**src/rtl/iomb_pkg.sv**
```systemverilog
package iomb_pkg;

  // ---------------------------------------------------------------------
  // sizes
  // ---------------------------------------------------------------------
  localparam int unsigned PORT_COUNT = 4;
  localparam int unsigned CHIP_COUNT = 2;
  localparam int unsigned APB_ADDR_W = 12;

  // ---------------------------------------------------------------------
  // apb register offsets (byte addresses)
  // ---------------------------------------------------------------------
  localparam logic [11:0] REG_CFG_OFF = 12'h000;
  localparam logic [11:0] REG_PORT_OFF = 12'h004;
  localparam logic [11:0] REG_STAT_OFF = 12'h008;

  // ---------------------------------------------------------------------
  // values after reset
  // ---------------------------------------------------------------------
  localparam logic [31:0] CFG_RST = 32'h0000_0000;
  localparam logic [31:0] PORT_RST = 32'h0000_0000;

  // ---------------------------------------------------------------------
  // field positions
  // ---------------------------------------------------------------------
  // address-switch register: page, bank enable, bank select
  localparam int unsigned CFG_PAGE_LSB = 0;
  localparam int unsigned CFG_BANKEN_BIT = 8;
  localparam int unsigned CFG_BANKSEL_BIT = 9;
  // port-switch register: direction, programmed select, jumpers
  localparam int unsigned PCFG_DIR_LSB = 0;
  localparam int unsigned PCFG_PROG_LSB = 4;
  localparam int unsigned PCFG_C2J_LSB = 8;
  localparam int unsigned PCFG_C1J_LSB = 12;
  // status register
  localparam int unsigned STAT_DIR_LSB = 0;
  localparam int unsigned STAT_SEL_BIT = 4;
  localparam int unsigned STAT_IRQ_BIT = 5;
  localparam int unsigned STAT_RST_BIT = 6;
  localparam int unsigned STAT_CHIP_LSB = 8;

  // bank decode: bank 1 is chosen by a low bank line
  localparam logic BANK_UPPER = 1'b1;

  // ---------------------------------------------------------------------
  // carriers
  // ---------------------------------------------------------------------
  typedef struct packed {
    logic bankSelect;
    logic bankEnable;
    logic [7:0] basePage;
  } iomb_cfg_t;

  typedef struct packed {
    logic [1:0] ctrl1JumperB;
    logic [3:0] ctrl2Jumper;
    logic [3:0] progSelect;
    logic [3:0] dirSwitch;
  } iomb_port_cfg_t;

  typedef struct packed {
    logic [15:0] addrN;
    logic bankN;
    logic rwN;
    logic phi2N;
    logic resetN;
    logic [7:0] dataN;
    logic [1:0] chipIrqN;
    logic [15:0] chipRdData;
    logic [3:0] secondCtrl;
  } iomb_pins_t;

endpackage

```
**src/rtl/iomb_bus_glue.sv**
```systemverilog
`timescale 1ns/1ps

// Function
// - bus active low exactly while transceivers enabled
// - high bank line bank 0, low bank 1
// - read with low read_write_n drives backplane
// - high read_write_n drives chips, passed through
// - select only in low phase-two-not half
// - bus reset passed to both chips
// - interrupt low when either chip requests
// - port direction from switch, select, control two
// - one direction bit per whole port
// - port A first control buffer always input
// - port B first control follows jumper
// - second control buffers follow jumpers
// - programmed mode: control two steers direction
// - one page, base on any page boundary
// - 32 locations, 16 per chip
// - upper in-page bits ignored, mirrors
// - connectors map chip1 A,B then chip2 A,B
// - bits 15:8 page, 3:0 register, 4 chip
// - bank enable: both banks or selected bank
// - control two high output, low input
// - reset forces programmed ports to output
module iomb_bus_glue #(
  parameter int unsigned PORTS = iomb_pkg::PORT_COUNT
) (
  // clock, reset, enable
  input wire logic core_clk,
  input wire logic rst_n,
  input wire logic ce,
  // apb register port
  input wire logic [11:0] paddr,
  input wire logic psel,
  input wire logic penable,
  input wire logic pwrite,
  input wire logic [31:0] pwdata,
  input wire logic [3:0] pstrb,
  output logic [31:0] prdata,
  output logic pready,
  output logic pslverr,
  // backplane side
  input wire logic [15:0] backplane_address_n,
  input wire logic bank_address_n,
  input wire logic read_write_n,
  input wire logic phase_two_clock_n,
  input wire logic bus_reset_n,
  input wire logic [7:0] backplane_data_n_rd,
  output logic [7:0] backplane_data_n_drv,
  output logic backplane_data_n_en_n,
  output logic bus_active_n,
  output logic interrupt_request_n,
  // adapter chip side
  input wire logic [15:0] chipRdData,
  input wire logic [1:0] chipIrqN,
  output logic [7:0] chipWrData,
  output logic chipDataEnN,
  output logic [1:0] chipSelect,
  output logic [3:0] chipRegSelect,
  output logic chipReadWriteN,
  output logic chipResetN,
  // second control lines, one pair per chip
  input wire logic [1:0] port_a_second_control,
  input wire logic [1:0] port_b_second_control,
  // buffer directions, 1 = toward the peripheral
  output logic [3:0] portDataDir,
  output logic [1:0] portAFirstControlDir,
  output logic [1:0] portBFirstControlDir,
  output logic [1:0] portASecondControlDir,
  output logic [1:0] portBSecondControlDir
);

  // -----------------------------------------------------------------------
  // parameter check
  // -----------------------------------------------------------------------
  // connector mapping and the chip count are wired for four ports
  if (PORTS != 4) begin : gBadPorts
    $error("iomb_bus_glue supports exactly four ports");
  end

  // -----------------------------------------------------------------------
  // pin synchronisers
  // -----------------------------------------------------------------------
  iomb_pkg::iomb_pins_t pinRaw;
  iomb_pkg::iomb_pins_t pinMeta_reg;
  iomb_pkg::iomb_pins_t pinSync_reg;

  // connector order: chip1 A, chip1 B, chip2 A, chip2 B
  always_comb begin
    pinRaw.addrN = backplane_address_n;
    pinRaw.bankN = bank_address_n;
    pinRaw.rwN = read_write_n;
    pinRaw.phi2N = phase_two_clock_n;
    pinRaw.resetN = bus_reset_n;
    pinRaw.dataN = backplane_data_n_rd;
    pinRaw.chipIrqN = chipIrqN;
    pinRaw.chipRdData = chipRdData;
    pinRaw.secondCtrl = {port_b_second_control[1], port_a_second_control[1],
                         port_b_second_control[0], port_a_second_control[0]};
  end

  // two stages; only the second stage is read by logic
  always_ff @(posedge core_clk or negedge rst_n) begin
    if (!rst_n) begin
      pinMeta_reg <= '1;
      pinSync_reg <= '1;
    end else if (ce) begin
      pinMeta_reg <= pinRaw;
      pinSync_reg <= pinMeta_reg;
    end
  end

  // -----------------------------------------------------------------------
  // switch and jumper registers
  // -----------------------------------------------------------------------
  iomb_pkg::iomb_cfg_t cfg;
  iomb_pkg::iomb_port_cfg_t pcfg;
  logic [31:0] cfgWord_reg;
  logic [31:0] portWord_reg;
  logic [31:0] statWord;
  logic [31:0] byteMask;
  logic apbSetup;
  logic apbWrite;
  logic hitCfg;
  logic hitPort;
  logic hitStat;

  assign cfg = iomb_pkg::iomb_cfg_t'(cfgWord_reg[9:0]);
  assign pcfg = iomb_pkg::iomb_port_cfg_t'(portWord_reg[13:0]);

  // byte enables widened to a bit mask
  always_comb begin
    for (int b = 0; b < 4; b++) begin
      byteMask[b*8 +: 8] = {8{pstrb[b]}};
    end
  end

  assign apbSetup = psel && penable && !pready;
  assign apbWrite = psel && penable && pready && pwrite;
  assign hitCfg = (paddr == iomb_pkg::REG_CFG_OFF);
  assign hitPort = (paddr == iomb_pkg::REG_PORT_OFF);
  assign hitStat = (paddr == iomb_pkg::REG_STAT_OFF);

  // page, bank enable and bank select; unused bits stay zero
  always_ff @(posedge core_clk or negedge rst_n) begin
    if (!rst_n) begin
      cfgWord_reg <= iomb_pkg::CFG_RST;
    end else if (ce && apbWrite && hitCfg) begin
      cfgWord_reg <= ((cfgWord_reg & ~byteMask) | (pwdata & byteMask))
                     & 32'h0000_03FF;
    end
  end

  // direction switches, programmed selects and jumpers
  always_ff @(posedge core_clk or negedge rst_n) begin
    if (!rst_n) begin
      portWord_reg <= iomb_pkg::PORT_RST;
    end else if (ce && apbWrite && hitPort) begin
      portWord_reg <= ((portWord_reg & ~byteMask) | (pwdata & byteMask))
                      & 32'h0000_3FFF;
    end
  end

  // -----------------------------------------------------------------------
  // apb answer
  // -----------------------------------------------------------------------
  // one wait state; read data registered so outputs come from flops
  always_ff @(posedge core_clk or negedge rst_n) begin
    if (!rst_n) begin
      pready <= 1'b0;
      pslverr <= 1'b0;
      prdata <= 32'h0000_0000;
    end else if (ce) begin
      pready <= apbSetup;
      pslverr <= apbSetup && !(hitCfg || hitPort || hitStat);
      if (apbSetup && !pwrite) begin
        if (hitCfg) begin
          prdata <= cfgWord_reg;
        end else if (hitPort) begin
          prdata <= portWord_reg;
        end else if (hitStat) begin
          prdata <= statWord;
        end else begin
          prdata <= 32'h0000_0000;
        end
      end else begin
        prdata <= 32'h0000_0000;
      end
    end
  end

  // -----------------------------------------------------------------------
  // address and bank decode
  // -----------------------------------------------------------------------
  logic upperBank;
  logic bankOk;
  logic pageHit;
  logic selNow;
  logic readNow;
  logic writeNow;
  logic resetting;

  // a low bank line addresses bank 1
  assign upperBank = !pinSync_reg.bankN;
  // enable clear: both banks; set: only the switch's bank
  assign bankOk = !cfg.bankEnable ||
                  (upperBank == (cfg.bankSelect == iomb_pkg::BANK_UPPER));
  // page compare on bits 15:8; bits 7:5 never looked at
  assign pageHit = (~pinSync_reg.addrN[15:8] == cfg.basePage);
  // only during the low half of phase-two-not
  assign selNow = bankOk && pageHit && !pinSync_reg.phi2N;
  assign readNow = selNow && !pinSync_reg.rwN;
  assign writeNow = selNow && pinSync_reg.rwN;
  assign resetting = !pinSync_reg.resetN;

  // -----------------------------------------------------------------------
  // chip access
  // -----------------------------------------------------------------------
  // bit 4 picks the chip, bits 3:0 the register: 2 x 16 locations
  always_ff @(posedge core_clk or negedge rst_n) begin
    if (!rst_n) begin
      chipSelect <= 2'b00;
      chipRegSelect <= 4'h0;
      chipReadWriteN <= 1'b1;
    end else if (ce) begin
      chipSelect[0] <= selNow && pinSync_reg.addrN[4];
      chipSelect[1] <= selNow && !pinSync_reg.addrN[4];
      chipRegSelect <= ~pinSync_reg.addrN[3:0];
      chipReadWriteN <= pinSync_reg.rwN;
    end
  end

  // transceivers and bus active move together, so they never disagree
  always_ff @(posedge core_clk or negedge rst_n) begin
    if (!rst_n) begin
      bus_active_n <= 1'b1;
      backplane_data_n_en_n <= 1'b1;
      chipDataEnN <= 1'b1;
    end else if (ce) begin
      bus_active_n <= !selNow;
      backplane_data_n_en_n <= !readNow;
      chipDataEnN <= !writeNow;
    end
  end

  // data steering; the backplane carries inverted data
  always_ff @(posedge core_clk or negedge rst_n) begin
    if (!rst_n) begin
      backplane_data_n_drv <= 8'hFF;
      chipWrData <= 8'h00;
    end else if (ce) begin
      backplane_data_n_drv <= pinSync_reg.addrN[4] ?
                              ~pinSync_reg.chipRdData[7:0] :
                              ~pinSync_reg.chipRdData[15:8];
      chipWrData <= ~pinSync_reg.dataN;
    end
  end

  // -----------------------------------------------------------------------
  // reset and interrupt pass-through
  // -----------------------------------------------------------------------
  // timers and shifter inside the chips ignore it; that is theirs to do
  always_ff @(posedge core_clk or negedge rst_n) begin
    if (!rst_n) begin
      chipResetN <= 1'b0;
      interrupt_request_n <= 1'b1;
    end else if (ce) begin
      chipResetN <= pinSync_reg.resetN;
      interrupt_request_n <= &pinSync_reg.chipIrqN;
    end
  end

  // -----------------------------------------------------------------------
  // port buffer directions
  // -----------------------------------------------------------------------
  // one bit per port: the buffers cannot split a port bit by bit
  for (genvar p = 0; p < 4; p++) begin : gPortDir
    always_ff @(posedge core_clk or negedge rst_n) begin
      if (!rst_n) begin
        portDataDir[p] <= 1'b0;
      end else if (ce) begin
        if (pcfg.progSelect[p]) begin
          // reset releases control two high, so the port turns output
          portDataDir[p] <= resetting || pinSync_reg.secondCtrl[p];
        end else begin
          portDataDir[p] <= pcfg.dirSwitch[p];
        end
      end
    end
  end

  // control-line buffers: port A first control fixed input, the rest follow jumpers only; reset leaves them alone
  always_ff @(posedge core_clk or negedge rst_n) begin
    if (!rst_n) begin
      portAFirstControlDir <= 2'b00;
      portBFirstControlDir <= 2'b00;
      portASecondControlDir <= 2'b00;
      portBSecondControlDir <= 2'b00;
    end else if (ce) begin
      portAFirstControlDir <= 2'b00;
      portBFirstControlDir <= pcfg.ctrl1JumperB;
      portASecondControlDir <= {pcfg.ctrl2Jumper[2],
                                pcfg.ctrl2Jumper[0]};
      portBSecondControlDir <= {pcfg.ctrl2Jumper[3],
                                pcfg.ctrl2Jumper[1]};
    end
  end

  // -----------------------------------------------------------------------
  // status word
  // -----------------------------------------------------------------------
  always_comb begin
    statWord = 32'h0000_0000;
    statWord[iomb_pkg::STAT_DIR_LSB +: 4] = portDataDir;
    statWord[iomb_pkg::STAT_SEL_BIT] = !bus_active_n;
    statWord[iomb_pkg::STAT_IRQ_BIT] = !interrupt_request_n;
    statWord[iomb_pkg::STAT_RST_BIT] = resetting;
    statWord[iomb_pkg::STAT_CHIP_LSB +: 2] = chipSelect;
  end

  // -----------------------------------------------------------------------
  // assertions
  // -----------------------------------------------------------------------
  a_active_tracks_xcvr: assert property (@(posedge core_clk) disable iff (!rst_n)
    bus_active_n == (backplane_data_n_en_n && chipDataEnN))
    else $error("bus active disagrees with transceiver enables");

  a_read_drives_bus: assert property (@(posedge core_clk) disable iff (!rst_n)
    (ce && readNow) |=> (!backplane_data_n_en_n && !chipReadWriteN))
    else $error("read did not drive the backplane");

  a_write_drives_chip: assert property (@(posedge core_clk) disable iff (!rst_n)
    (ce && writeNow) |=> (!chipDataEnN && backplane_data_n_en_n))
    else $error("write did not drive the chips");

  a_phase_gates_sel: assert property (@(posedge core_clk) disable iff (!rst_n)
    (ce && pinSync_reg.phi2N) |=> (chipSelect == 2'b00 && bus_active_n))
    else $error("select outside the low clock phase");

  a_reset_passes: assert property (@(posedge core_clk) disable iff (!rst_n)
    ce |=> chipResetN == $past(pinSync_reg.resetN))
    else $error("bus reset not passed to chips");

  a_irq_merge: assert property (@(posedge core_clk) disable iff (!rst_n)
    (ce && pinSync_reg.chipIrqN != 2'b11) |=> !interrupt_request_n)
    else $error("chip interrupt not merged");

  a_one_chip_sel: assert property (@(posedge core_clk) disable iff (!rst_n)
    $onehot0(chipSelect) && (chipSelect == 2'b00 || !bus_active_n))
    else $error("bad chip select");

  a_porta_c1_input: assert property (@(posedge core_clk) disable iff (!rst_n)
    ##1 portAFirstControlDir == 2'b00)
    else $error("port A first control not input");

  a_reset_prog_out: assert property (@(posedge core_clk) disable iff (!rst_n)
    (ce && resetting) |=> ((portDataDir & $past(pcfg.progSelect))
                           == $past(pcfg.progSelect)))
    else $error("programmed port not output in reset");

  a_reg_mirror: assert property (@(posedge core_clk) disable iff (!rst_n)
    (ce && selNow) |=> chipRegSelect == ~$past(pinSync_reg.addrN[3:0]))
    else $error("register select wrong");

  a_apb_one_wait: assert property (@(posedge core_clk) disable iff (!rst_n)
    (ce && apbSetup) |=> pready ##1 !pready)
    else $error("apb answer timing wrong");

endmodule // iomb_bus_glue

```
**config.mk**
```make
export PLATFORM = sky130hd
export DESIGN_NAME = iomb_bus_glue
export DESIGN_NICKNAME = d
export VERILOG_FILES = /design/src/rtl/iomb_pkg.sv /design/src/rtl/iomb_bus_glue.sv
export SDC_FILE = /design/constraint.sdc
export NUM_CORES = 1
export LEC_CHECK = 0
export BUFFER_PORTS_ARGS = -buffer_cell sky130_fd_sc_hd__buf_4
export CELL_PAD_IN_SITES_DETAIL_PLACEMENT = 1
export CELL_PAD_IN_SITES_GLOBAL_PLACEMENT = 2
export CORE_MARGIN = 1.5
export CORE_UTILIZATION = 35
export DETAILED_ROUTE_END_ITERATION = 6
export MAX_ROUTING_LAYER = met4
export PLACE_DENSITY = 0.82
export SLEW_MARGIN = 20
export SYNTH_ARGS = -nofsm -noshare
export SYNTH_HDL_FRONTEND = slang
export SYNTH_SLANG_ARGS = --single-unit
```
**constraint.sdc**
```tcl
create_clock -name core_clk -period 2.3 [get_ports core_clk]
set_clock_uncertainty 0.15 [all_clocks]
set_input_delay 0.46 -clock core_clk [delete_from_list [all_inputs] [get_ports core_clk]]
set_output_delay 0.46 -clock core_clk [all_outputs]
set_load 0.02 [all_outputs]
```
==> results.tsv, run 1 <==
metric	value	unit
outcome	complete, no violations	
antenna violation net count after detailed routing	0	
Data required, critical path	2.50	ns
met2 capacity usage during global routing	0.269	
final cell area excluding filler cells	0.00910	mm^2
Achievable Freq	480	MHz
share of synthesized area occupied by flip-flops and latches	0.615	
HPWL Detailed	11500	um
worst setup path start	pinSync_reg[33]	
Syn. warnings	0	
floorplan core area	0.0202	mm^2
share of flip-flops with an asynchronous set or reset	1.00	
Resize count post-CTS	0	
Sw Share	0.248	
Synth Register Bits	172	
portion of total power attributed to sequential cells	0.494	
total power	7430	uW
Total Nets Final	737	
cell at the root of the clock tree	sky130_fd_sc_hd__clkbuf_16	
count of boundary I/O pins	178	
Slew headroom	0.607	
met3 Use GR	0.0506	
via count of the first global-routing pass	4823	
CTS tree	yes	
buffers inserted during post-CTS setup optimization	0	
die height	147	um
number of endpoints with negative hold slack in the final report	0	
post-placement cell area	0.00850	mm^2
Die Area	0.0215	mm^2
clock edge transition at the registers on the reported setup and hold paths	0.07	ns
RePlAce Congestion	0.740	
RSZ-0062 raised after global routing	no	
internal power	5590	uW
type of the most critical hold path	primary input to flip-flop	
GR Layer Usage met1	0.203	
clock latency at the later pin of the worst-skew pair	0.42	ns
final worst path period need	2.09	ns
total via count in the routed design	4356	
Placed Cells incl. Taps	883	
aggregate routed wire length	16300	um
commonest cells after routing, fill and taps aside	sky130_fd_sc_hd__buf_4, sky130_fd_sc_hd__mux2_2, sky130_fd_sc_hd__dfstp_2, sky130_fd_sc_hd__dfrtp_1, sky130_fd_sc_hd__o21ai_0	
IO buf count	134	
summed negative setup slack over all endpoints	0	ns
critical path startpoint category	flip-flop	
fraction of final layout cells with drive strength greater than 1	0.653	
fin cells	917	
net switching component of the power	1840	uW
Hold Path Cell Cnt	2	
setup violators final	0	
DRT iter0 DRCs	148	
type of the setup path with the least slack	flip-flop to flip-flop	
hold-fix buffers at CTS	1	
Synth Area per Inst	14.7	um^2
effective utilization at floorplan	0.357	
highest-utilization routing layer at the global route stage	met2	
worst reg-to-reg path cell count	5	
largest net degree at the start of global routing	100	
global-route wire length before repair	26900	um
crit share post-route	0.907	
fraction of power consumed by combinational cells	0.120	
GR Overflow Total	0	
Netlist Area Pre-Place	0.00721	mm^2
transition time of the tightest slew-check pin	0.575	ns
pwr dens	817	mW/mm^2
clock network fraction of total power	0.385	
most frequent standard cell in the layout excluding fill and tap cells	sky130_fd_sc_hd__buf_4	
arrival time of the worst setup path	2.29	ns
Clock Sinks	172	
Worst Hold Slack	0.117	ns
LEAKAGE	0.00396	uW
CTS Buf Count	17	
number of enable-type register cells in the synthesized netlist	0	
number of different library cells in the post-synthesis netlist	41	
CP Max Fanout	5	
leading register cell type out of synthesis	sky130_fd_sc_hd__dfstp_2	
average detailed-routed wire length per instance	17.7	um
number of antenna violations at the first check in global routing	1	
Setup crit end kind	flip-flop	
max-slew violation count	0	
H-tree depth reported by CTS	4	
number of design rule violations left after detail routing	0	
reg-to-reg critical path startpoint	pinSync_reg[33]	
post-synthesis instance total	492	
maxcap violations	0	
layout overhead on the synthesized area	26.1	%
die width	147	um
maximum root-to-sink buffer count	2	
first-pass iteration count of the detailed router	4	
ratio of routed vias to standard cells	4.75	
largest vdd supply drop	444	uV
critical hold path startpoint	backplane_data_n_rd[3]	
total routing resource utilization after global routing	0.166	
FP Rows	52	
[layout make-up]
type	instances	area [um^2]
well taps	270	338
repair buffers	145	1130
clock inverters	13	156
clock buffers	19	433
inverters	10	37.5
fillers	2066	11100
multi-input cells	287	2560
diodes	1	2.50
flip-flops and latches	172	4440
[stage by stage]
stage	worst slack [ns]	util
6_report	0.215	0.450
2_1_floorplan	0.435	-
4_1_cts	0.195	0.450
3_3_place_gp	-0.00685	0.420
3_5_place_dp	-0.00706	0.420
5_1_grt	0.0968	0.450
[power by group through the flow]
stage / Combinational (uW) / Sequential [uW] / Clock [uW]
floorplan: 445 / 3760 / 0
global placement: 873 / 3700 / 0
detailed placement: 911 / 3730 / 0
CTS: 914 / 3680 / 2980
global route: 972 / 3720 / 3100
finish: 895 / 3670 / 2860
[path summary, 6_finish.rpt]
kind                                   end  slack (ns)
setup / recovery             chipSelect[1]        0.21
hold reg to reg            pinSync_reg[32]        0.34
max in group asynchronous      chipDataEnN        1.04
setup reg to reg             chipSelect[1]        0.21
hold / removal             pinMeta_reg[25]        0.12
min in group asynchronous        prdata[1]        0.30
[critical path, cell delays in order (launching register included)]
cell and delay (ns):
sky130_fd_sc_hd__dfstp_2 0.55, sky130_fd_sc_hd__xnor2_1 0.06, sky130_fd_sc_hd__a2111oi_0 0.56, sky130_fd_sc_hd__buf_4 0.20
sky130_fd_sc_hd__and3_1 0.32, sky130_fd_sc_hd__a22o_1 0.18
[Yosys cell counts, types with 7 or more instances]
cell type	number	area (um^2)
sky130_fd_sc_hd__inv_1	10	37.5
sky130_fd_sc_hd__mux2_2	122	1370
sky130_fd_sc_hd__nor2b_1	9	56.3
sky130_fd_sc_hd__nand2_1	25	93.8
sky130_fd_sc_hd__a221o_1	9	90.1
sky130_fd_sc_hd__mux2_4	8	120
sky130_fd_sc_hd__dfstp_2	107	2810
sky130_fd_sc_hd__xnor2_1	9	78.8
sky130_fd_sc_hd__nor2_1	7	26.3
sky130_fd_sc_hd__clkbuf_1	8	30.0
sky130_fd_sc_hd__buf_2	13	65.1
sky130_fd_sc_hd__a22o_1	8	70.1
sky130_fd_sc_hd__buf_4	20	150
sky130_fd_sc_hd__mux2i_1	8	80.1
sky130_fd_sc_hd__dfrtp_1	65	1630
sky130_fd_sc_hd__o21ai_0	26	130
[routing by layer]
| layer | up-vias | share of wire |
|---|---|---|
| li1 | 1994 | - |
| met1 | 2252 | 0.44 |
| met2 | 97 | 0.51 |
| met3 | 13 | 0.046 |
| met4 | 0 | 0.0091 |
| met5 | - | 0 |
[kinds of logic after synthesis]
| group | count (synthesis) | synth area share |
|---|---|---|
| other cells | 1 | 0.000520 |
| simple gates | 63 | 0.0593 |
| mux | 140 | 0.221 |
| compound gates | 55 | 0.0531 |
| buf+inv | 52 | 0.0397 |
| xor+xnor | 9 | 0.0109 |
| flops | 172 | 0.615 |
Note: power is estimated with default switching activity, not from simulation.
==> run 2, diff against run 1 <==
--- a/config.mk
+++ b/config.mk
@@ -9,10 +9,10 @@
 export CELL_PAD_IN_SITES_DETAIL_PLACEMENT = 1
 export CELL_PAD_IN_SITES_GLOBAL_PLACEMENT = 2
 export CORE_MARGIN = 1.5
-export CORE_UTILIZATION = 35
+export CORE_UTILIZATION = 33
 export DETAILED_ROUTE_END_ITERATION = 6
 export MAX_ROUTING_LAYER = met4
-export PLACE_DENSITY = 0.82
+export PLACE_DENSITY = 0.81
 export SLEW_MARGIN = 20
 export SYNTH_ARGS = -nofsm -noshare
 export SYNTH_HDL_FRONTEND = slang
==> constraint.sdc (replaced) <==
create_clock -name core_clk -period 1.7 [get_ports core_clk]
set_clock_uncertainty 0.15 [all_clocks]
set_input_delay 0.34 -clock core_clk [delete_from_list [all_inputs] [get_ports core_clk]]
set_output_delay 0.34 -clock core_clk [all_outputs]
set_load 0.02 [all_outputs]
==> run 2 against run 1 <==
Flip-flop and latch count is the same; sequential share of layout area decreased by 4.7 points; sequential power up 36%; worst hold slack improved by 0.082 ns; via count rose by 7.7%; register-to-register slack worse by 0.25 ns; fmax up 20%; clock power rose by 46%; the run now ends with setup timing left; core utilization rose by 2.5 points; total power is 42% higher; global-route usage grew 0.38 points.
==> results.tsv, run 2 (synthesis gave the netlist of run 1 again) <==
metric	value	unit
Data required, critical path	1.91	ns
count of boundary I/O pins	178	
largest vdd supply drop	596	uV
antenna violation net count after detailed routing	0	
ratio of routed vias to standard cells	4.66	
number of antenna violations at the first check in global routing	1	
maximum root-to-sink buffer count	2	
global-route wire length before repair	28500	um
first-pass iteration count of the detailed router	4	
aggregate routed wire length	17600	um
DRT iter0 DRCs	142	
pwr dens	1050	mW/mm^2
commonest cells after routing, fill and taps aside	sky130_fd_sc_hd__buf_4, sky130_fd_sc_hd__mux2_2, sky130_fd_sc_hd__dfstp_2, sky130_fd_sc_hd__dfrtp_1, sky130_fd_sc_hd__dlygate4sd3_1	
type of the setup path with the least slack	flip-flop to flip-flop	
clock latency at the later pin of the worst-skew pair	0.43	ns
RSZ-0062 raised after global routing	yes	
Critical R2R Capture	chipSelect[1]	
reg-to-reg critical path startpoint	pinSync_reg[33]	
capture point of the critical path	chipSelect[1]	
fin cells	1006	
Placed Cells incl. Taps	908	
CTS Buf Count	17	
effective utilization at floorplan	0.340	
IO buf count	134	
outcome	complete, but fails checks	
fill count	2147	
final worst path period need	1.74	ns
CP Max Fanout	5	
layout overhead on the synthesized area	39.6	%
CTS tree	yes	
total via count in the routed design	4691	
maxcap violations	0	
LEAKAGE	0.00438	uW
type of the most critical hold path	primary input to asynchronous set/reset pin	
Achievable Freq	576	MHz
RePlAce Congestion	0.802	
HPWL Detailed	11900	um
via count of the first global-routing pass	5298	
H-tree depth reported by CTS	4	
fraction of final layout cells with drive strength greater than 1	0.626	
worst reg-to-reg path cell count	5	
DP Worst Slack	-0.457	ns
Worst Slack Setup Final	-0.0363	ns
floorplan core area	0.0212	mm^2
Clock Sinks	172	
crit share post-route	1.02	
largest net degree at the start of global routing	90	
max-slew violation count	0	
cell at the root of the clock tree	sky130_fd_sc_hd__clkbuf_16	
total routing resource utilization after global routing	0.170	
average detailed-routed wire length per instance	17.5	um
number of design rule violations left after detail routing	0	
Setup crit end kind	flip-flop	
clock edge transition at the registers on the reported setup and hold paths	0.07	ns
Total Nets Final	821	
violated checks	setup timing	
FP Rows	53	
arrival time of the worst setup path	1.95	ns
Die Area	0.0228	mm^2
FF-to-FF setup slack	-0.04	ns
setup violators final	2	
number of endpoints with negative hold slack in the final report	0	
critical path startpoint category	flip-flop	
die width	151	um
most frequent standard cell in the layout excluding fill and tap cells	sky130_fd_sc_hd__buf_4	
die height	151	um
GR Overflow Total	0	
worst setup path start	pinSync_reg[33]	
==> run 2: worst min-delay path by stage <==
stage                   start                          to
global placement        rst_n                   prdata[9]
global route            rst_n                   prdata[9]
finish                  rst_n  asynchronous set/reset pin
floorplan               rst_n  asynchronous set/reset pin
detailed placement      rst_n                   prdata[9]
CTS                 pwdata[7]                   flip-flop
==> run 2: per-stage QoR <==
| stage | setup TNS (ns) | util | total power [uW] | instance area, um^2 | hold WS, ns |
|---|---|---|---|---|---|
| after floorplan | -0.0904 | - | 5690 | 7290 | -0.106 |
| after global placement | -11.17 | 0.410 | 6230 | 8700 | 0.0904 |
| after detailed placement | -12.40 | 0.410 | 6320 | 8700 | 0.0835 |
| after CTS | -0.294 | 0.472 | 10700 | 10000 | 0.000833 |
| after global routing | -0.472 | 0.475 | 11000 | 10100 | 0.195 |
| final | -0.0713 | 0.475 | 10500 | 10100 | 0.199 |
==> run 2: what timing repair did <==
action,CTS,global route
setup buffers,3,1
hold endpoints to repair,138,1
endpoints found under the setup margin,23,37
hold buffers,61,1
pin swaps,3,4
gates resized for setup,6,10
==> run 2: metal layers <==
layer | track usage | share of wire
met4 | 0.0422 | 0.0088
met3 | 0.0422 | 0.040
met5 | - | 0
met1 | 0.204 | 0.44
met2 | 0.287 | 0.52
==> run 2: power breakdown <==
group	total [uW]	switching, uW	internal (uW)	leakage [uW]
Combinational	1400	633	763	0.00206
Clock	4180	1890	2280	0.000313
Sequential	4980	249	4730	0.00201
==> run 2: layout make-up <==
type	instances	area (um^2)	area share
clock buffers	17	425	0.0422
flip-flops and latches	172	4440	0.441
diodes	1	2.50	0.000249
multi-input cells	287	2630	0.261
well taps	275	344	0.0342
repair buffers	229	1970	0.196
clock inverters	15	219	0.0217
inverters	10	37.5	0.00373
==> run 2: critical path: stages, from the launching register on <==
cell                        delay [ns]
sky130_fd_sc_hd__dfstp_2          0.56
sky130_fd_sc_hd__xnor2_2          0.10
sky130_fd_sc_hd__a2111oi_4        0.34
sky130_fd_sc_hd__buf_4            0.17
sky130_fd_sc_hd__and3_4           0.22
sky130_fd_sc_hd__a22o_1           0.13
